--- src/hw/wkd_map.svh ---
// constant map for the wake input detector
// assumes a 100 MHz core clock; included by wkd_pkg users
`ifndef WKD_MAP_SVH
`define WKD_MAP_SVH
`define WKD_CLK_MHZ 100
`define WKD_SHORT_FILTER_US 16
`define WKD_LONG_FILTER_US 64
`define WKD_SHORT_FILTER_CYC (`WKD_SHORT_FILTER_US * `WKD_CLK_MHZ)
`define WKD_LONG_FILTER_CYC (`WKD_LONG_FILTER_US * `WKD_CLK_MHZ)
`define WKD_CNT_W 13
`define WKD_NUM_WAKE 3
`define WKD_NUM_ALT 2
`define WKD_BIAS_NONE 2'h0
`define WKD_BIAS_DOWN 2'h1
`define WKD_BIAS_UP 2'h2
`define WKD_BIAS_AUTO 2'h3
`define WKD_DET_STATIC_SHORT 2'h0
`define WKD_DET_STATIC_LONG 2'h1
`define WKD_DET_CYCLIC_A 2'h2
`define WKD_DET_CYCLIC_B 2'h3
`endif

--- src/hw/wkd_pkg.sv ---
// types for the wake input detector
// assumes wkd_map.svh supplies the numeric constants
package wkd_pkg;
    typedef enum logic [1:0] {
        WKD_NORMAL,
        WKD_STOP,
        WKD_SLEEP,
        WKD_FAILSAFE
    } wkd_mode_type;

    typedef struct packed {
        logic [1:0] bias_sel;
        logic [1:0] detect_sel;
        logic wake_en;
    } wkd_pin_cfg_type;

    typedef struct packed {
        logic pull_up_en;
        logic pull_down_en;
    } wkd_bias_type;
endpackage : wkd_pkg

--- src/hw/wkd_filter.sv ---
// one glitch filter with both-edge detection
// assumes a synchronised input on core_clk
`timescale 1ns/1ps
`include "wkd_map.svh"
module wkd_filter (
    input wire logic core_clk,
    input wire logic nrst,
    input wire logic clk_en,
    input wire logic sample_in,
    input wire logic active,
    input wire logic long_sel,
    output logic level_out,
    output logic edge_out
);
    logic level_r;
    logic edge_r;
    logic [`WKD_CNT_W-1:0] cnt_r;
    logic [`WKD_CNT_W-1:0] limit;

    assign limit = long_sel ? `WKD_CNT_W'(`WKD_LONG_FILTER_CYC - 1)
                            : `WKD_CNT_W'(`WKD_SHORT_FILTER_CYC - 1);

    ////////////////////////////////////////////////////////////////////////
    // counter restarts whenever the input returns to the accepted level
    always_ff @(posedge core_clk or negedge nrst) begin
        if (!nrst) begin
            cnt_r <= '0;
            level_r <= 1'b0;
            edge_r <= 1'b0;
        end else if (clk_en) begin
            edge_r <= 1'b0;
            if (!active || sample_in == level_r) begin
                cnt_r <= '0;
            end else if (cnt_r >= limit) begin
                cnt_r <= '0;
                level_r <= sample_in;
                edge_r <= 1'b1;
            end else begin
                cnt_r <= cnt_r + 1'b1;
            end
        end
    end

    assign level_out = level_r;
    assign edge_out = edge_r;

    // written on the update condition so a frozen clk_en cannot fake a stale edge
    property p_edge_after_filter;
        @(posedge core_clk) disable iff (!nrst)
        (clk_en && active && sample_in != level_r && cnt_r >= limit)
            |=> (edge_r && level_r == $past(sample_in));
    endproperty
    a_edge_after_filter: assert property (p_edge_after_filter)
        else $error("filter edge without level change");

    property p_filter_restart;
        @(posedge core_clk) disable iff (!nrst)
        (clk_en && (!active || sample_in == level_r)) |=> (!edge_r && cnt_r == '0);
    endproperty
    a_filter_restart: assert property (p_filter_restart)
        else $error("filter did not restart");
endmodule : wkd_filter

--- src/hw/wkd_top.sv ---
// wake input detector: three wake pins plus two fail-safe alternates
// assumes raw pins asynchronous; cyclic windows come from on-chip timers
`timescale 1ns/1ps
`include "wkd_map.svh"
// Summary of operation
// - every wake input detects both rising and falling edges.
// - wake event raises interrupt in normal/stop, wake-up in sleep/fail-safe.
// - static sense monitors always; cyclic sense only inside timer window.
// - cyclic pins take their window from timer a or timer b.
// - static sense filter is selectable 16 or 64 microseconds.
// - filter starts at crossing; wake accepted if no crossing back.
// - per-pin wake enable; disabled pins cause no wake.
// - per-pin sticky wake source flags for the three inputs.
// - live pin level readable in normal and stop modes.
// - cyclic sense reports level captured at last window.
// - fail-safe alternates use fixed 16 us filter, separate flags.
// - configurable pull-up and pull-down per input.
// - bias select 00 none, 01 down, 10 up, 11 automatic.
// - detect select 00/01 static 16/64, 10/11 cyclic a/b.
module wkd_top
    import wkd_pkg::*;
(
    input wire logic core_clk,
    input wire logic nrst,
    input wire logic clk_en,
    input wire logic [`WKD_NUM_WAKE-1:0] wake_pin_n,
    input wire logic [`WKD_NUM_ALT-1:0] alt_pin,
    input wire logic [`WKD_NUM_ALT-1:0] alt_wake_cfg,
    input wire wkd_mode_type op_mode,
    input wire wkd_pin_cfg_type [`WKD_NUM_WAKE-1:0] pin_cfg,
    input wire logic cyclic_timer_a,
    input wire logic cyclic_timer_b,
    input wire logic [`WKD_NUM_WAKE-1:0] wake_flag_clr,
    input wire logic [`WKD_NUM_ALT-1:0] alt_flag_clr,
    output logic [`WKD_NUM_WAKE-1:0] wake_source_flags,
    output logic [`WKD_NUM_ALT-1:0] alternate_wake_flags,
    output logic [`WKD_NUM_WAKE-1:0] wake_level_status,
    output wkd_bias_type [`WKD_NUM_WAKE-1:0] bias_out,
    output logic irq_out,
    output logic wakeup_out
);
    logic [`WKD_NUM_WAKE-1:0] sync1_r;
    logic [`WKD_NUM_WAKE-1:0] sync2_r;
    logic [`WKD_NUM_ALT-1:0] async1_r;
    logic [`WKD_NUM_ALT-1:0] async2_r;
    logic [`WKD_NUM_WAKE-1:0] filt_level;
    logic [`WKD_NUM_WAKE-1:0] filt_edge;
    logic [`WKD_NUM_WAKE-1:0] win_active;
    logic [`WKD_NUM_WAKE-1:0] is_cyclic;
    logic [`WKD_NUM_WAKE-1:0] sampled_r;
    logic [`WKD_NUM_ALT-1:0] alt_edge;
    logic [`WKD_NUM_WAKE-1:0] flags_r;
    logic [`WKD_NUM_WAKE-1:0] flags_nxt;
    logic [`WKD_NUM_ALT-1:0] alt_flags_r;
    logic [`WKD_NUM_ALT-1:0] alt_flags_nxt;
    logic [`WKD_NUM_WAKE-1:0] level_r;
    wkd_bias_type [`WKD_NUM_WAKE-1:0] bias_r;
    logic irq_r;
    logic wakeup_r;
    logic low_power;
    logic any_event;
    logic [`WKD_NUM_WAKE-1:0] wake_en_vec;

    function automatic logic det_cyclic(input logic [1:0] sel);
        det_cyclic = (sel == `WKD_DET_CYCLIC_A) || (sel == `WKD_DET_CYCLIC_B);
    endfunction : det_cyclic

    function automatic logic det_window(input logic [1:0] sel,
                                        input logic ta, input logic tb);
        case (sel)
            `WKD_DET_CYCLIC_A: det_window = ta;
            `WKD_DET_CYCLIC_B: det_window = tb;
            default: det_window = 1'b1;
        endcase
    endfunction : det_window

    ////////////////////////////////////////////////////////////////////////
    // pin synchronisers
    always_ff @(posedge core_clk or negedge nrst) begin
        if (!nrst) begin
            sync1_r <= '0;
            sync2_r <= '0;
            async1_r <= '0;
            async2_r <= '0;
        end else if (clk_en) begin
            sync1_r <= wake_pin_n;
            sync2_r <= sync1_r;
            async1_r <= alt_pin;
            async2_r <= async1_r;
        end
    end

    ////////////////////////////////////////////////////////////////////////
    // filters
    genvar gi;
    generate
        for (gi = 0; gi < `WKD_NUM_WAKE; gi++) begin : g_wake
            assign is_cyclic[gi] = det_cyclic(pin_cfg[gi].detect_sel);
            assign wake_en_vec[gi] = pin_cfg[gi].wake_en;
            assign win_active[gi] = det_window(pin_cfg[gi].detect_sel,
                                               cyclic_timer_a, cyclic_timer_b);
            // only long in static config b; cyclic always short
            wkd_filter u_filt (
                .core_clk(core_clk),
                .nrst(nrst),
                .clk_en(clk_en),
                .sample_in(sync2_r[gi]),
                .active(win_active[gi]),
                .long_sel(pin_cfg[gi].detect_sel == `WKD_DET_STATIC_LONG),
                .level_out(filt_level[gi]),
                .edge_out(filt_edge[gi])
            );
        end
        for (gi = 0; gi < `WKD_NUM_ALT; gi++) begin : g_alt
            wkd_filter u_alt_filt (
                .core_clk(core_clk),
                .nrst(nrst),
                .clk_en(clk_en),
                .sample_in(async2_r[gi]),
                .active(alt_wake_cfg[gi]),
                .long_sel(1'b0),
                .level_out(),
                .edge_out(alt_edge[gi])
            );
        end
    endgenerate

    ////////////////////////////////////////////////////////////////////////
    // sticky flags: set wins over clear
    always_comb begin
        flags_nxt = (flags_r & ~wake_flag_clr) | (filt_edge & wake_en_vec);
        alt_flags_nxt = (alt_flags_r & ~alt_flag_clr) | (alt_edge & alt_wake_cfg);
    end

    always_ff @(posedge core_clk or negedge nrst) begin
        if (!nrst) begin
            flags_r <= '0;
            alt_flags_r <= '0;
        end else if (clk_en) begin
            flags_r <= flags_nxt;
            alt_flags_r <= alt_flags_nxt;
        end
    end

    ////////////////////////////////////////////////////////////////////////
    // level readback: live in static, last window sample in cyclic
    always_ff @(posedge core_clk or negedge nrst) begin
        if (!nrst) begin
            sampled_r <= '0;
            level_r <= '0;
        end else if (clk_en) begin
            for (int i = 0; i < `WKD_NUM_WAKE; i++) begin
                // static pins count as always sampling, so cyclic starts from a real level
                if (win_active[i]) begin
                    sampled_r[i] <= sync2_r[i];
                end
                if (!low_power) begin
                    level_r[i] <= is_cyclic[i] ? sampled_r[i] : sync2_r[i];
                end
            end
        end
    end

    ////////////////////////////////////////////////////////////////////////
    // bias sources; automatic follows filtered level
    always_ff @(posedge core_clk or negedge nrst) begin
        if (!nrst) begin
            bias_r <= '0;
        end else if (clk_en) begin
            for (int i = 0; i < `WKD_NUM_WAKE; i++) begin
                case (pin_cfg[i].bias_sel)
                    `WKD_BIAS_DOWN: bias_r[i] <= 2'b01;
                    `WKD_BIAS_UP: bias_r[i] <= 2'b10;
                    `WKD_BIAS_AUTO: bias_r[i] <= filt_level[i] ? 2'b10 : 2'b01;
                    default: bias_r[i] <= 2'b00;
                endcase
            end
        end
    end

    ////////////////////////////////////////////////////////////////////////
    // signalling by mode
    assign low_power = (op_mode == WKD_SLEEP) || (op_mode == WKD_FAILSAFE);
    assign any_event = (|(filt_edge & wake_en_vec)) || (|(alt_edge & alt_wake_cfg));

    always_ff @(posedge core_clk or negedge nrst) begin
        if (!nrst) begin
            irq_r <= 1'b0;
            wakeup_r <= 1'b0;
        end else if (clk_en) begin
            irq_r <= any_event && !low_power;
            wakeup_r <= any_event && low_power;
        end
    end

    assign wake_source_flags = flags_r;
    assign alternate_wake_flags = alt_flags_r;
    assign wake_level_status = level_r;
    assign bias_out = bias_r;
    assign irq_out = irq_r;
    assign wakeup_out = wakeup_r;

    ////////////////////////////////////////////////////////////////////////
    property p_flag_set;
        @(posedge core_clk) disable iff (!nrst)
        (clk_en && filt_edge[0] && pin_cfg[0].wake_en) |=> flags_r[0];
    endproperty
    a_flag_set: assert property (p_flag_set)
        else $error("wake flag not set");

    property p_flag_sticky;
        @(posedge core_clk) disable iff (!nrst)
        (clk_en && flags_r[1] && !wake_flag_clr[1]) |=> flags_r[1];
    endproperty
    a_flag_sticky: assert property (p_flag_sticky)
        else $error("wake flag lost");

    property p_disabled_no_flag;
        @(posedge core_clk) disable iff (!nrst)
        (clk_en && !pin_cfg[2].wake_en && !flags_r[2]) |=> !flags_r[2];
    endproperty
    a_disabled_no_flag: assert property (p_disabled_no_flag)
        else $error("disabled pin set flag");

    property p_irq_mode;
        @(posedge core_clk) disable iff (!nrst)
        (clk_en && low_power) |=> !irq_r;
    endproperty
    a_irq_mode: assert property (p_irq_mode)
        else $error("irq in low power mode");

    property p_wake_mode;
        @(posedge core_clk) disable iff (!nrst)
        (clk_en && any_event && low_power) |=> wakeup_r;
    endproperty
    a_wake_mode: assert property (p_wake_mode)
        else $error("missing wake-up");

    property p_bias_down;
        @(posedge core_clk) disable iff (!nrst)
        (clk_en && pin_cfg[0].bias_sel == `WKD_BIAS_DOWN) |=> bias_r[0] == 2'b01;
    endproperty
    a_bias_down: assert property (p_bias_down)
        else $error("bias decode wrong");

    property p_alt_flag;
        @(posedge core_clk) disable iff (!nrst)
        (clk_en && alt_edge[0] && alt_wake_cfg[0]) |=> alternate_wake_flags[0];
    endproperty
    a_alt_flag: assert property (p_alt_flag)
        else $error("alternate flag missing");

    property p_static_level;
        @(posedge core_clk) disable iff (!nrst)
        (clk_en && !is_cyclic[0] && !low_power) |=> level_r[0] == $past(sync2_r[0]);
    endproperty
    a_static_level: assert property (p_static_level)
        else $error("level status wrong");

    c_irq: cover property (@(posedge core_clk) irq_r);
    c_wake: cover property (@(posedge core_clk) wakeup_r);
    c_alt: cover property (@(posedge core_clk) |alt_flags_r);
endmodule : wkd_top

--- config.mk ---
export PLATFORM = sky130hd
export DESIGN_NAME = wkd_top
export DESIGN_NICKNAME = d
export VERILOG_FILES = /design/src/hw/wkd_pkg.sv /design/src/hw/wkd_filter.sv /design/src/hw/wkd_top.sv
export VERILOG_INCLUDE_DIRS = /design/src /design/src/hw
export SDC_FILE = /design/constraint.sdc
export NUM_CORES = 1
export LEC_CHECK = 0
export BUFFER_PORTS_ARGS = -buffer_cell sky130_fd_sc_hd__buf_2
export CORE_MARGIN = 2
export CORE_UTILIZATION = 50
export DETAILED_ROUTE_END_ITERATION = 8
export HOLD_SLACK_MARGIN = 0.1
export PLACE_DENSITY = 0.66
export SLEW_MARGIN = 0
export SYNTH_ARGS = -nofsm -noshare
export SYNTH_HDL_FRONTEND = slang
export SYNTH_SLANG_ARGS = --single-unit
--- constraint.sdc ---
create_clock -name core_clk -period 6.94 [get_ports core_clk]
set_input_delay 0.347 -clock core_clk [delete_from_list [all_inputs] [get_ports core_clk]]
set_output_delay 0.347 -clock core_clk [all_outputs]
set_load 0.005 [all_outputs]
Word level (Yosys, flattened, before mapping) --
Cells that the tools add are included.
Storage, ports and cells: output and inout bits 16, input port bits 34, register bits after elaboration 104, word-level logic and storage cells 146
Operators by class: reduce and logical (&&, ||, !) cells 29, $lt $le $gt $ge 5, $add $sub $neg 5, eq/ne operators 25, bitwise logic cells 14, multiplexer cells 35
Operators by type and width (number):
- $mux 13 | 13
- $add 13x1->13 const B | 5
- $ge 13x13->1 | 3
- $eq 2x2->1 const B | 14
- $ge 13x11->1 const B | 2
- $pmux 2 s3 | 3
- $reduce_and 3->1 | 5
- $mux 1 | 13
- $eq 2x1->1 const B | 6
- $logic_or 1x1->1 | 10
- $reduce_and 2->1 | 4
- $and 3x3->3 | 2
- $logic_not 1->1 | 6
- $mux 2 | 3
- $not 1->1 | 6
- $pmux 1 s2 | 3
- $eq 1x1->1 | 5
- $and 2x2->2 | 2
- $not 3->3 | 1
- $or 3x3->3 | 1
- $reduce_or 3->1 | 1
- $logic_and 1x1->1 | 2
- $not 2->2 | 1
- $or 2x2->2 | 1
- $reduce_or 2->1 | 1

Depth between registers and ports, before layout --
Gate-level depths: netlist of the first run.
depth in word-level cells 6, depth in mapped cells 9, depth with buffers taken out 8

Cells and area by module --
A second synthesis of the first run with hierarchy kept.
Second synthesis, totals: cells, all modules 623, area total of the unflattened synthesis 6224.7 um2
By module, submodules not included:
- wkd_filter (g_alt[0].u_alt_filt ...) | area each 973.4 um2, cells an instance 102, times used 4, sequential area each 375.4 um2
- wkd_top | area each 1308.8 um2, cells an instance 112, times used 1, sequential area each 725.7 um2
- wkd_filter (g_wake[1].u_filt) | area each 1022.2 um2, cells an instance 103, times used 1, sequential area each 375.4 um2

Worst setup path after synthesis of the first run --
OpenSTA, ideal clock, no wires.
path type register to register, start register g_wake[2].u_filt.cnt_r[9], end register g_wake[2].u_filt.cnt_r[9], path slack 4.769 ns, setup time 0.065 ns, period minus slack after synthesis 2.171 ns, data arrival time 2.106 ns, stages on the path, launching flop included 8, required time 6.875 ns, path buffers 2, cell sequence dfrtp_1 or4b_1 a31o_1 or3b_1 buf_6 buf_6 nor3b_1 o22a_1
Between the ends: longest elaborated chain between the ends 3, elaborated cells between the ends (all ways) 4, those cells by class add/sub: 1; order compare: 1; mux: 2
RTL lines:
- from (decl) | RTL line wkd_filter.sv:17 | logic [`WKD_CNT_W-1:0] cnt_r;
- from (signal assigned) | RTL line wkd_filter.sv:39 | cnt_r <= cnt_r + 1'b1;
- $add 13x1->13 / $ge 13x13->1 (equally long branches) | RTL line wkd_filter.sv:39, wkd_filter.sv:34
- $mux 13 * | RTL line wkd_filter.sv:34 | end else if (cnt_r >= limit) begin
- $mux 13 * | RTL line wkd_filter.sv:32 | if (!active || sample_in == level_r) begin
Mark *: on every way between the ends. The rest lies on a longest branch, timed or not. A chain may end at the register's enable or synchronous reset.

==> impl_results.md, run 1 <==
* Via Count at 4,603
* DR iter-0 viols at 326
* Unrepaired setup endpoints after global routing: no
* Vias per inst at 6.10
* Largest net degree at the start of global routing at 73
* CP required at 7.22 ns
* Warnings, synthesis at 0
* Final TNS setup at 0 ns
* Worst vdd ir at 0.000153 V
* Core footprint at 10,800 um^2
* Startpoint types: input pin
* RD Place Congestion at 0.816
* Delay of the slowest critical-path stage at 0.82 ns
* Initial antenna violation count at 0
* Setup violations, final at 0
* Fin nets at 657
* Antenna Nets Post-Route at 0
* Worst setup EP type: register
* Syn avg cell area at 9.81 um^2
* Critical Path Fanout Max at 72
* P_int at 0.908 mW
* Critical Path, Cell by Cell: buf_2, buf_4, inv_1, a21o_1, nor2_1, nand2_2, o311ai_0
* Drt drc at 0
* Net switching power at 0.322 mW
* CTS root buffer: clkbuf_8
* Slew headroom at 29.3%
* TritonCTS Buffers at 9
* Most used DFF post-synth: dfrtp_1
* Leak pwr at 2.62 nW
* Fin crit share at 41.4%
* Worst-Margin Slew at 1.06 ns
* DR WL/cell at 16.0 um
* Max-slew violation count at 0
* Post-DP HPWL at 7970 um
* Clock Skew at 0.00930 ns
* Async S/R FF share, synth at 100%
* Area taken by multi-input logic gates at 2710 um^2
* Vias in the first global route at 4,279
* Hold Path Cell Cnt at 3
* Clk sink count at 104
* Synth cell types at 59
* Tmin final at 2.88 ns
* GRT overflow at 0
* #FFs+latches synth at 104
* Clock share of power at 34.5%
* Ant. Diodes at 0
* Sw frac at 26.2%
* EDFF count, synth at 0
* H-Tree Depth at 3
* Final hold viol count at 0
* Clock buffer depth at 2
* Die area at 11,900 um^2
* CTS tree: built
* Outcome: complete, no violations
* Max Cap Viol at 0
* Num ports at 50
* Rows at 38
* Die H at 109 um
* Synth Instances at 565
* Sequential Power Share at 54.0%
* Syn Nets at 613
* FF+latch area at 2600 um^2
* Pre-CTS WS at 3.64 ns
* GRT Total Usage at 21.4%
* Die Wd at 109 um
* Initial Util at 51.1%
* Layout cells sized above 1 at 15.3%
* Routed WL at 12,100 um
* Critical Path AT at 3.16 ns
* Fmax at 348 MHz
* First-pass GRT wire length at 20,000 um
* Dpl cells at 737
* Drt pass-1 iters at 4
* Hold crit path type: input pin to register
* Clock-pin slew on the worst setup and hold paths at 0.10 ns
* Crit Path Class: input pin to register
* Fillers at 953
* Non-Filler Instances at 754
* Synth Cell Area at 5540 um^2
* Clock Latency Late Sink at 0.39 ns
* Worst reg2reg path depth at 5
* Post-CTS setup buffer count at 0
* Port Buffers at 48
* CP max stage cell: nor2_1
* Combinational share of power at 11.5%
* Cell Pwr Density at 200 nW/um^2
* Post-synthesis sequential area ratio at 47.0%
* PnR worst setup slack at 4.06 ns
* Area grow syn2layout at 10.7%
==> path summary, 6_finish.rpt <==
check,startpoint,end,slack [ns]
hold / removal,op_mode[1],wakeup_out$_DFFE_PN0P_,0.19
min in group asynchronous,nrst,g_wake[2].u_filt.cnt_r[12]$_DFFE_PN0P_,0.46
setup reg to reg,g_wake[0].u_filt.cnt_r[10]$_DFFE_PN0P_,g_wake[0].u_filt.cnt_r[10]$_DFFE_PN0P_,4.17
max in group asynchronous,nrst,g_wake[1].u_filt.cnt_r[5]$_DFFE_PN0P_,5.26
hold reg to reg,wake_source_flags[1]$_DFFE_PN0P_,wake_source_flags[1]$_DFFE_PN0P_,0.49
setup / recovery,clk_en,g_wake[0].u_filt.cnt_r[10]$_DFFE_PN0P_,4.06
==> synth_stat cells, drive strengths merged (10+ instances only) <==
library cell / count / share of area [%]
clkbuf: 15 / 1.0
inv: 37 / 2.5
a31oi: 20 / 2.3
nand3: 35 / 3.2
dfrtp: 104 / 47
a22o: 12 / 1.9
o21ai: 34 / 3.1
ha: 14 / 3.2
nor2: 25 / 1.7
mux2i: 17 / 3.1
nand2: 53 / 3.6
nand4: 19 / 2.1
o311ai: 10 / 1.6
nor3: 15 / 1.4
a21oi: 10 / 0.90
mux2: 18 / 3.7
==> power groups by stage <==
stage | logic, mW | registers, mW | clock network, mW
after floorplan | 0.0902 | 0.670 | 0
after global placement | 0.137 | 0.673 | 0
after detailed placement | 0.142 | 0.675 | 0
after CTS | 0.143 | 0.663 | 0.441
after global routing | 0.159 | 0.668 | 0.461
final | 0.141 | 0.664 | 0.425
==> registers in the layout, indices dropped and copies added, names as in the netlist, 3 cells and up <==
register,cells
g_wake.u_filt.cnt_r,39
g_alt.u_alt_filt.cnt_r,26
bias_out,6
g_wake.u_filt.edge_out,3
g_wake.u_filt.level_out,3
sampled_r,3
sync1_r,3
sync2_r,3
wake_level_status,3
wake_source_flags,3
==> cells in the final DEF, fill, tap and decap left out, types with 4 or more instances in the layout <==
cell / netlist / routed
a21o_1: 9 / 9
a21oi_1: 10 / 10
a22o_1: 12 / 12
a31oi_1: 20 / 20
a32o_1: 6 / 6
and3_1: 9 / 9
buf_2: 2 / 47
buf_4: 0 / 6
clkbuf_8: 0 / 10
dfrtp_1: 104 / 104
ha_1: 14 / 14
inv_1: 37 / 37
mux2_2: 18 / 18
mux2i_1: 17 / 17
nand2_1: 52 / 52
nand3_1: 35 / 35
nand4_1: 19 / 19
nor2_1: 25 / 25
nor2b_1: 8 / 8
nor3_1: 15 / 15
nor3b_1: 5 / 5
nor4_1: 5 / 5
o211ai_1: 4 / 4
o21a_1: 5 / 5
o21ai_0: 34 / 34
o221ai_1: 4 / 4
o22ai_1: 7 / 7
o311ai_0: 8 / 8
o31ai_1: 5 / 5
or3_1: 4 / 4
xnor2_1: 9 / 9
==> timing repair <==
item / 4_1_cts / 5_1_grt
hold endpoints to repair: 40 / 0
setup endpoints to repair: 0 / 0
resized for setup: 0 / 0
hold buffers: 1 / 0
==> cell families after synthesis <==
logic type | count (synthesis) | share of synthesized area [%]
and+or+nand+nor | 195 | 18.2
adders and majority gates | 14 | 3.16
xor gates and xnor gates | 12 | 1.90
buffers and inverters | 58 | 4.24
DFF | 104 | 47.0
AOI/OAI and AO/OA | 147 | 18.8
muxes | 35 | 6.73
==> routing by layer <==
layer  vias to the layer above  track usage [%]  wire length, um
met5                         -                0                0
met4                         0             7.41              175
met3                        12             5.22              538
met2                        97             34.8             5590
met1                      2285             28.1             5780
li1                       2209                -                -
==> critical path: cells and delay by family <==
| family | cells | cell delay (ns) |
|---|---|---|
| compound gates | 2 | 0.66 |
| simple gates | 2 | 1.13 |
| buf+inv | 3 | 0.98 |
==> metrics by stage <==
stage / hold WS, ns / instance area [um^2] / power [mW] / utilization, %
detailed placement: 0.357 / 5900 / 0.817 / 54.4
finish: 0.194 / 6130 / 1.23 / 56.6
global route: 0.181 / 6130 / 1.29 / 56.6
global placement: 0.358 / 5900 / 0.810 / 54.4
floorplan: 0.0514 / 5540 / 0.760 / -
CTS: 0.169 / 6130 / 1.25 / 56.6
==> final cells by class <==
cell class / count / share of cell area, %
Multi-Input combinational cell: 403 / 44.1
Sequential cell: 104 / 42.4
Timing Repair Buffer: 54 / 4.73
Tap cell: 140 / 2.86
Clock buffer: 11 / 2.31
Inverter: 37 / 2.26
Clock inverter: 5 / 1.31
No activity file was read; power rests on OpenSTA's default activity.
==> run 2, diff against run 1 <==
--- a/config.mk
+++ b/config.mk
@@ -6,12 +6,13 @@
 export SDC_FILE = /design/constraint.sdc
 export NUM_CORES = 1
 export LEC_CHECK = 0
+export ABC_AREA = 1
 export BUFFER_PORTS_ARGS = -buffer_cell sky130_fd_sc_hd__buf_2
 export CORE_MARGIN = 2
 export CORE_UTILIZATION = 50
 export DETAILED_ROUTE_END_ITERATION = 8
 export HOLD_SLACK_MARGIN = 0.1
-export PLACE_DENSITY = 0.66
+export PLACE_DENSITY = 0.68
 export SLEW_MARGIN = 0
 export SYNTH_ARGS = -nofsm -noshare
 export SYNTH_HDL_FRONTEND = slang
==> constraint.sdc (replaced) <==
create_clock -name core_clk -period 2.48 [get_ports core_clk]
set_input_delay 0.124 -clock core_clk [delete_from_list [all_inputs] [get_ports core_clk]]
set_output_delay 0.124 -clock core_clk [all_outputs]
set_load 0.005 [all_outputs]
==> impl_results.md, run 2 <==
* Via Count at 5,519 (+20%)
* CP required at 2.78 ns (-4.44 ns)
* Fin area at 7100 um^2 (+16%)
* Clock buffer depth at 2 (unchanged)
* Post-DP HPWL at 10,000 um (+26%)
* DR WL/cell at 13.1 um (-18%)
* Synth Instances at 830 (+47%)
* Initial antenna violation count at 0 (unchanged)
* Unrepaired setup endpoints after global routing: no
* Outcome: complete, no violations
* PnR worst setup slack at 0.674 ns (-3.39 ns)
* Synth cell types at 37 (-37%)
* Cell repeated most along the worst path: nand2_1
* Most instantiated library cell after synthesis: nand2_1
* Slew headroom at 59.1% (+30 points)
* Post-synthesis sequential area ratio at 42.1% (-4.9 points)
* Final hold viol count at 0 (unchanged)
* EDFF count, synth at 0 (unchanged)
* Layout cells sized above 1 at 13.6% (-1.7 points)
* Area grow syn2layout at 14.7%
* Final TNS setup at 0 ns (unchanged)
* #FFs+latches synth at 104 (unchanged)
* Drt drc at 0 (unchanged)
* CP max stage cell: dfrtp_1
* Placed Area at 6590 um^2 (+12%)
* Crit Path Class: register to register
* Num ports at 50 (unchanged)
* GRT Total Usage at 23.3% (+1.9 points)
* Hold Slack at 0.118 ns (-0.0760 ns)
* Critical Path AT at 2.11 ns (-1.05 ns)
* Hold-fix buffer count after cts at 24 (+23)
* Most used DFF post-synth: dfrtp_1
* RD Place Congestion at 0.846 (+3.7%)
* Non-Filler Instances at 1,073 (+42%)
* Initial Util at 51.3% (+0.17 points)
* Port Buffers at 48 (unchanged)
* Clock Latency Late Sink at 0.36 ns (-0.03 ns)
* Worst vdd ir at 0.000450 V (+190%)
* Startpoint types: register
* Routed WL at 14,100 um (+17%)
* CTS root buffer: clkbuf_16
* Pre-CTS WS at 0.640 ns (-3.00 ns)
* Warnings, synthesis at 0 (unchanged)
* First-pass GRT wire length at 24,700 um (+23%)
* Final Util at 58.8% (+2.3 points)
* Largest Register: g_wake.u_filt.cnt_r
* Delay of the slowest critical-path stage at 0.44 ns (-0.38 ns)
* Max-slew violation count at 0 (unchanged)
* Worst-Margin Slew at 0.613 ns (-0.444 ns)
* Most common cell after layout, fill and taps aside: nand2_1
* Clock-pin slew on the worst setup and hold paths at 0.07 ns (-0.03 ns)
* CTS tree: built
* GRT overflow at 0 (unchanged)
* TritonCTS Buffers at 9 (unchanged)
* FF+latch area at 2600 um^2 (unchanged)
* Leak pwr at 3.67 nW (+40%)
* Post-CTS setup buffer count at 0 (unchanged)
* Post-cts resize count at 0 (unchanged)
* Synth top area cells: dfrtp_1 42%, nand2_1 18%, inv_1 5.7%
* Number of flip-flops in the largest register at 39 (unchanged)
* Syn avg cell area at 7.45 um^2 (-24%)
* Die Wd at 115 um (+5.4%)
* Clock Skew at 0.00601 ns (-0.00329 ns)
* Die H at 115 um (+5.4%)
* Top-area cell type share of the netlist area at 42.1% (-4.9 points)
* Worst setup EP type: register
* Pwr Total at 3.49 mW (+180%)
* Antenna Nets Post-Route at 0 (unchanged)
* Core footprint at 12,100 um^2 (+11%)
* Rows at 40 (+5.3%)
* Syn Nets at 878 (+43%)
* Synth Cell Area at 6190 um^2 (+12%)
* Fin nets at 949 (+44%)
* Clk sink count at 104 (unchanged)
* Synth area leader: dfrtp_1
* H-Tree Depth at 3 (unchanged)
* Max Cap Viol at 0 (unchanged)
* Largest net degree at the start of global routing at 50 (-32%)
* Vias in the first global route at 5,334 (+25%)
* Ant. Diodes at 0 (unchanged)
* Async S/R FF share, synth at 100% (unchanged)
* Drt pass-1 iters at 5 (+1)
* Area taken by multi-input logic gates at 3100 um^2 (+15%)
* Critical Path Fanout Max at 7 (-90%)
* Top cells by instance count after synthesis: 295 x nand2_1, 104 x dfrtp_1, 94 x inv_1
* DR iter-0 viols at 373 (+14%)
* Die area at 13,300 um^2 (+11%)
* Tmin final at 1.81 ns
* Commonest cells after routing, fill and taps aside: 295 x nand2_1, 104 x dfrtp_1, 93 x inv_1
* Vias per inst at 5.14 (-16%)
* Dpl cells at 1,034 (+40%)
* Fillers at 1,101 (+16%)
* Fmax at 554 MHz
* Critical Path, Cell by Cell: ha_1, a21oi_1, nand2_1, inv_1, nand2_1, nand2_1, buf_4, nand4_1, nand2_1
* Fin crit share at 72.8%
* Hold crit path type: input pin to register
* Cell Pwr Density at 492 nW/um^2 (+150%)
* Setup violations, final at 0 (unchanged)
run 2: changes by cell type in the layout (fill, tap and decap cells not counted), moves of 17 or more:
cell / previous run / this run
dlygate4sd3_1: 1 / 24
mux2i_1: 17 / 0
inv_1: 37 / 93
nand2_1: 52 / 295
mux2_2: 18 / 0
nor2_1: 25 / 59
xor2_1: 3 / 25
run 2: per-layer routing:
layer | share of wire [%] | vias to the layer above | track usage [%]
met5 | 0 | - | 0
met4 | 1.4 | 0 | 6.51
met1 | 45 | 2611 | 30.4
li1 | - | 2792 | -
met2 | 49 | 98 | 39.3
met3 | 4.2 | 18 | 5.06
run 2: worst max-delay path, delay by kind of cell (launching register included):
family          cells  cell delay (ns)
fa+ha+maj           1             0.33
flops               1             0.44
compound gates      1             0.15
buf+inv             2             0.27
simple gates        5             0.56
run 2: final timing paths:
path | start | to | slack (ns) | cells past startpoint
worst max-delay path | g_wake[2].u_filt.cnt_r[7]$_DFFE_PN0P_ | g_wake[2].u_filt.cnt_r[5]$_DFFE_PN0P_ | 0.67 | 9
worst min-delay path | alt_wake_cfg[1] | alternate_wake_flags[1]$_DFFE_PN0P_ | 0.12 | 3
worst max register to register | g_wake[2].u_filt.cnt_r[7]$_DFFE_PN0P_ | g_wake[2].u_filt.cnt_r[5]$_DFFE_PN0P_ | 0.67 | 9
worst min register to register | sync1_r[2]$_DFFE_PN0P_ | sync1_r[2]$_DFFE_PN0P_ | 0.47 | 2
max in group asynchronous | nrst | g_alt[0].u_alt_filt.cnt_r[5]$_DFFE_PN0P_ | 1.36 | 3
min in group asynchronous | nrst | g_wake[0].u_filt.cnt_r[6]$_DFFE_PN0P_ | 0.31 | 2
run 2: logic make-up (layout without fill, tap and decap cells):
kind of cell    count (synthesis)  in the layout  share of synthesized area [%]
fa+ha+maj                      14             14                           2.83
xor+xnor                       31             31                           4.39
compound gates                 87             87                           8.76
simple gates                  476            476                           34.1
flops                         104            104                           42.1
buf+inv                       118            193                           7.85
run 2: where the power goes:
| part | total [mW] | switching, mW | leakage [nW] | internal [mW] |
|---|---|---|---|---|
| sequential | 1.80 | 0.0460 | 1.41 | 1.75 |
| clock | 1.36 | 0.677 | 0.123 | 0.687 |
| combinational | 0.329 | 0.206 | 2.14 | 0.123 |
run 2: area by class of cell:
class                      count  area share [%]
clock inverter                 5           0.599
tap                          168            2.96
inverter                      97            5.13
clock buffer                  10            3.23
timing repair buffer          81            7.76
sequential                   104            36.7
multi-input combinational    608            43.7
==> run 3, diff against run 2 <==
--- a/config.mk
+++ b/config.mk
@@ -6,13 +6,13 @@
 export SDC_FILE = /design/constraint.sdc
 export NUM_CORES = 1
 export LEC_CHECK = 0
-export ABC_AREA = 1
+export ABC_AREA = 0
 export BUFFER_PORTS_ARGS = -buffer_cell sky130_fd_sc_hd__buf_2
 export CORE_MARGIN = 2
 export CORE_UTILIZATION = 50
 export DETAILED_ROUTE_END_ITERATION = 8
 export HOLD_SLACK_MARGIN = 0.1
-export PLACE_DENSITY = 0.68
+export PLACE_DENSITY = 0.69
 export SLEW_MARGIN = 0
 export SYNTH_ARGS = -nofsm -noshare
 export SYNTH_HDL_FRONTEND = slang
==> constraint.sdc (replaced) <==
create_clock -name core_clk -period 1.6 [get_ports core_clk]
set_input_delay 0.08 -clock core_clk [delete_from_list [all_inputs] [get_ports core_clk]]
set_output_delay 0.08 -clock core_clk [all_outputs]
set_load 0.005 [all_outputs]
==> impl_results.md, run 3 (same netlist as run 1, synthesis figures left out) <==
* Worst vdd ir at 0.000436 V (-3.1%)
* Clock share of power at 29.9% (-9.2 points)
* Largest Register: g_wake.u_filt.cnt_r
* Num ports at 50 (unchanged)
* PnR worst setup slack at -0.684 ns (-1.36 ns)
* Initial Util at 51.1% (-0.17 points)
* Post-DP HPWL at 9790 um (-2.2%)
* Most common cell after layout, fill and taps aside: buf_4
* Initial antenna violation count at 0 (unchanged)
* Max Cap Viol at 0 (unchanged)
* Commonest cells after routing, fill and taps aside: 125 x buf_4, 104 x dfrtp_1, 49 x nand2_1
* Die area at 11,900 um^2 (-10%)
* Clk sink count at 104 (unchanged)
* Worst reg2reg path depth at 6 (-3)
* Critical Path AT at 2.60 ns (+0.49 ns)
* Fillers at 682 (-38%)
* Number of flip-flops in the largest register at 39 (unchanged)
* Fin crit share at 143% (+70 points)
* RD Place Congestion at 0.852 (+0.73%)
* Unrepaired setup endpoints after global routing: yes
* Final TNS setup at -19.69 ns (-19.69 ns)
* TritonCTS Buffers at 9 (unchanged)
* Hold Path Cell Cnt at 4 (+1)
* Drt drc at 0 (unchanged)
* P_int at 3.99 mW (+56%)
* GRT overflow at 0 (unchanged)
* Ant. Diodes at 0 (unchanged)
* Fin nets at 826 (-13%)
* Worst setup EP type: register
* Via Count at 5,408 (-2.0%)
* Clock Latency Late Sink at 0.38 ns (+0.02 ns)
* Worst Hold Endpoint: g_alt[0].u_alt_filt.edge_out$_DFFE_PN0P_
* Worst-Margin Slew at 0.640 ns (+0.0272 ns)
* Sw frac at 28.4% (+1.8 points)
* DR iter-0 viols at 333 (-11%)
* Rows at 38 (-5.0%)
* Area grow syn2layout at 48.3%
* Antenna Nets Post-Route at 0 (unchanged)
* CP required at 1.92 ns (-0.86 ns)
* Outcome: complete, but fails checks
* Hold crit path type: input pin to register
* Net switching power at 1.58 mW (+70%)
* Hold Slack at 0.126 ns (+0.00806 ns)
* DR WL/cell at 17.2 um (+31%)
* Slew headroom at 57.1% (-2.0 points)
* Sequential Power Share at 51.4% (about the same)
* Clock buffer depth at 2 (unchanged)
* Layout cells sized above 1 at 40.7% (+27 points)
* CTS root buffer: clkbuf_8
* Clock-pin slew on the worst setup and hold paths at 0.10 ns (+0.03 ns)
* Setup violations, final at 59 (+59)
* First-pass GRT wire length at 25,100 um (+1.6%)
* Critical Path Fanout Max at 9 (+2)
* Reg-to-reg endpoint: g_wake[2].u_filt.cnt_r[9]$_DFFE_PN0P_
* Failing checks: negative setup slack
* Core footprint at 10,800 um^2 (-10%)
* Die Wd at 109 um (-5.2%)
* Final hold viol count at 0 (unchanged)
* Fmax at 438 MHz (-21%)
* Max-slew violation count at 0 (unchanged)
* Routed WL at 15,900 um (+13%)
* Drt pass-1 iters at 6 (+1)
* Cell Pwr Density at 678 nW/um^2 (+38%)
* H-Tree Depth at 3 (unchanged)
* Vias per inst at 5.86 (+14%)
* Hold Crit Start: alt_wake_cfg[0]
* Pwr Total at 5.57 mW (+60%)
* Clock Skew at 0.0137 ns (+0.00770 ns)
* Port Buffers at 48 (unchanged)
* Die H at 109 um (-5.2%)
* GRT Total Usage at 26.6% (+3.3 points)
* Largest net degree at the start of global routing at 57 (+14%)
* Startpoint types: register
* Reg2reg start: g_wake[2].u_filt.cnt_r[10]$_DFFE_PN0P_
* FF-to-FF setup slack at -0.68 ns (-1.36 ns)
* Combinational share of power at 18.8% (+9.4 points)
* Vias in the first global route at 5,432 (+1.8%)
* Crit Path Class: register to register
* CTS tree: built
* Tmin final at 2.28 ns (+0.477 ns)
* Leak pwr at 3.60 nW (-1.9%)
==> run 3: layout make-up <==
type / count / area (um^2) / share of cell area (%)
multi-input combinational: 404 / 3370 / 41.0
clock inverter: 7 / 72.6 / 0.883
clock buffer: 9 / 124 / 1.51
inverter: 37 / 141 / 1.72
tap: 140 / 175 / 2.13
timing repair buffer: 222 / 1740 / 21.1
sequential: 104 / 2600 / 31.7
==> run 3: through the flow <==
step | utilization (%) | area, um^2 | instances | setup slack [ns]
final | 75.8 | 8220 | 923 | -0.684
after global routing | 75.8 | 8220 | 923 | -0.709
after CTS | 72.0 | 7800 | 910 | -0.566
after detailed placement | 64.0 | 6940 | 855 | -0.648
after global placement | 64.0 | 6940 | 855 | -0.579
after floorplan | - | 5690 | 565 | -0.538
==> run 3: worst max-delay path by stage <==
stage                                      startpoint  slack [ns]                                     end
2_1_floorplan  g_wake[2].u_filt.cnt_r[10]$_DFFE_PN0P_       -0.54   g_wake[2].u_filt.cnt_r[9]$_DFFE_PN0P_
3_3_place_gp   g_wake[2].u_filt.cnt_r[10]$_DFFE_PN0P_       -0.58   g_wake[2].u_filt.cnt_r[6]$_DFFE_PN0P_
3_5_place_dp   g_wake[2].u_filt.cnt_r[10]$_DFFE_PN0P_       -0.65   g_wake[2].u_filt.cnt_r[6]$_DFFE_PN0P_
4_1_cts        g_wake[2].u_filt.cnt_r[10]$_DFFE_PN0P_       -0.57  g_wake[2].u_filt.cnt_r[10]$_DFFE_PN0P_
5_1_grt        g_wake[2].u_filt.cnt_r[10]$_DFFE_PN0P_       -0.71   g_wake[2].u_filt.cnt_r[9]$_DFFE_PN0P_
6_report       g_wake[2].u_filt.cnt_r[10]$_DFFE_PN0P_       -0.68   g_wake[2].u_filt.cnt_r[9]$_DFFE_PN0P_
==> run 3: metal layers <==
layer,share of wire (%),vias up,global-route usage (%)
li1,-,2552,-
met1,43,2701,33.6
met2,52,134,47.6
met3,3.5,21,3.02
met4,1.4,0,8.77
met5,0,-,0
==> run 3: repair_timing <==
item                                   CTS  global route
pin swaps                               26            34
gates resized for setup                 72            59
endpoints found under the hold margin  121             0
cloned                                   6             0
setup buffers                            8            13
setup endpoints to repair               62            69
hold buffers                            26             0
==> run 3: worst max-delay path: stages (launching register included) <==
cell and delay (ns):
dfrtp_1 0.39, or4b_4 0.52, a31o_1 0.25, or3b_4 0.39, buf_2 0.22, nor3b_1 0.28, o22a_1 0.18
==> run 3: power by group through the flow <==
| stage | combinational, mW | clock (mW) | sequential (mW) |
|---|---|---|---|
| detailed placement | 0.829 | 0 | 2.90 |
| global placement | 0.795 | 0 | 2.90 |
| CTS | 0.943 | 1.69 | 2.85 |
| floorplan | 0.406 | 0 | 2.91 |
| finish | 1.05 | 1.66 | 2.86 |
| global route | 1.14 | 1.78 | 2.88 |
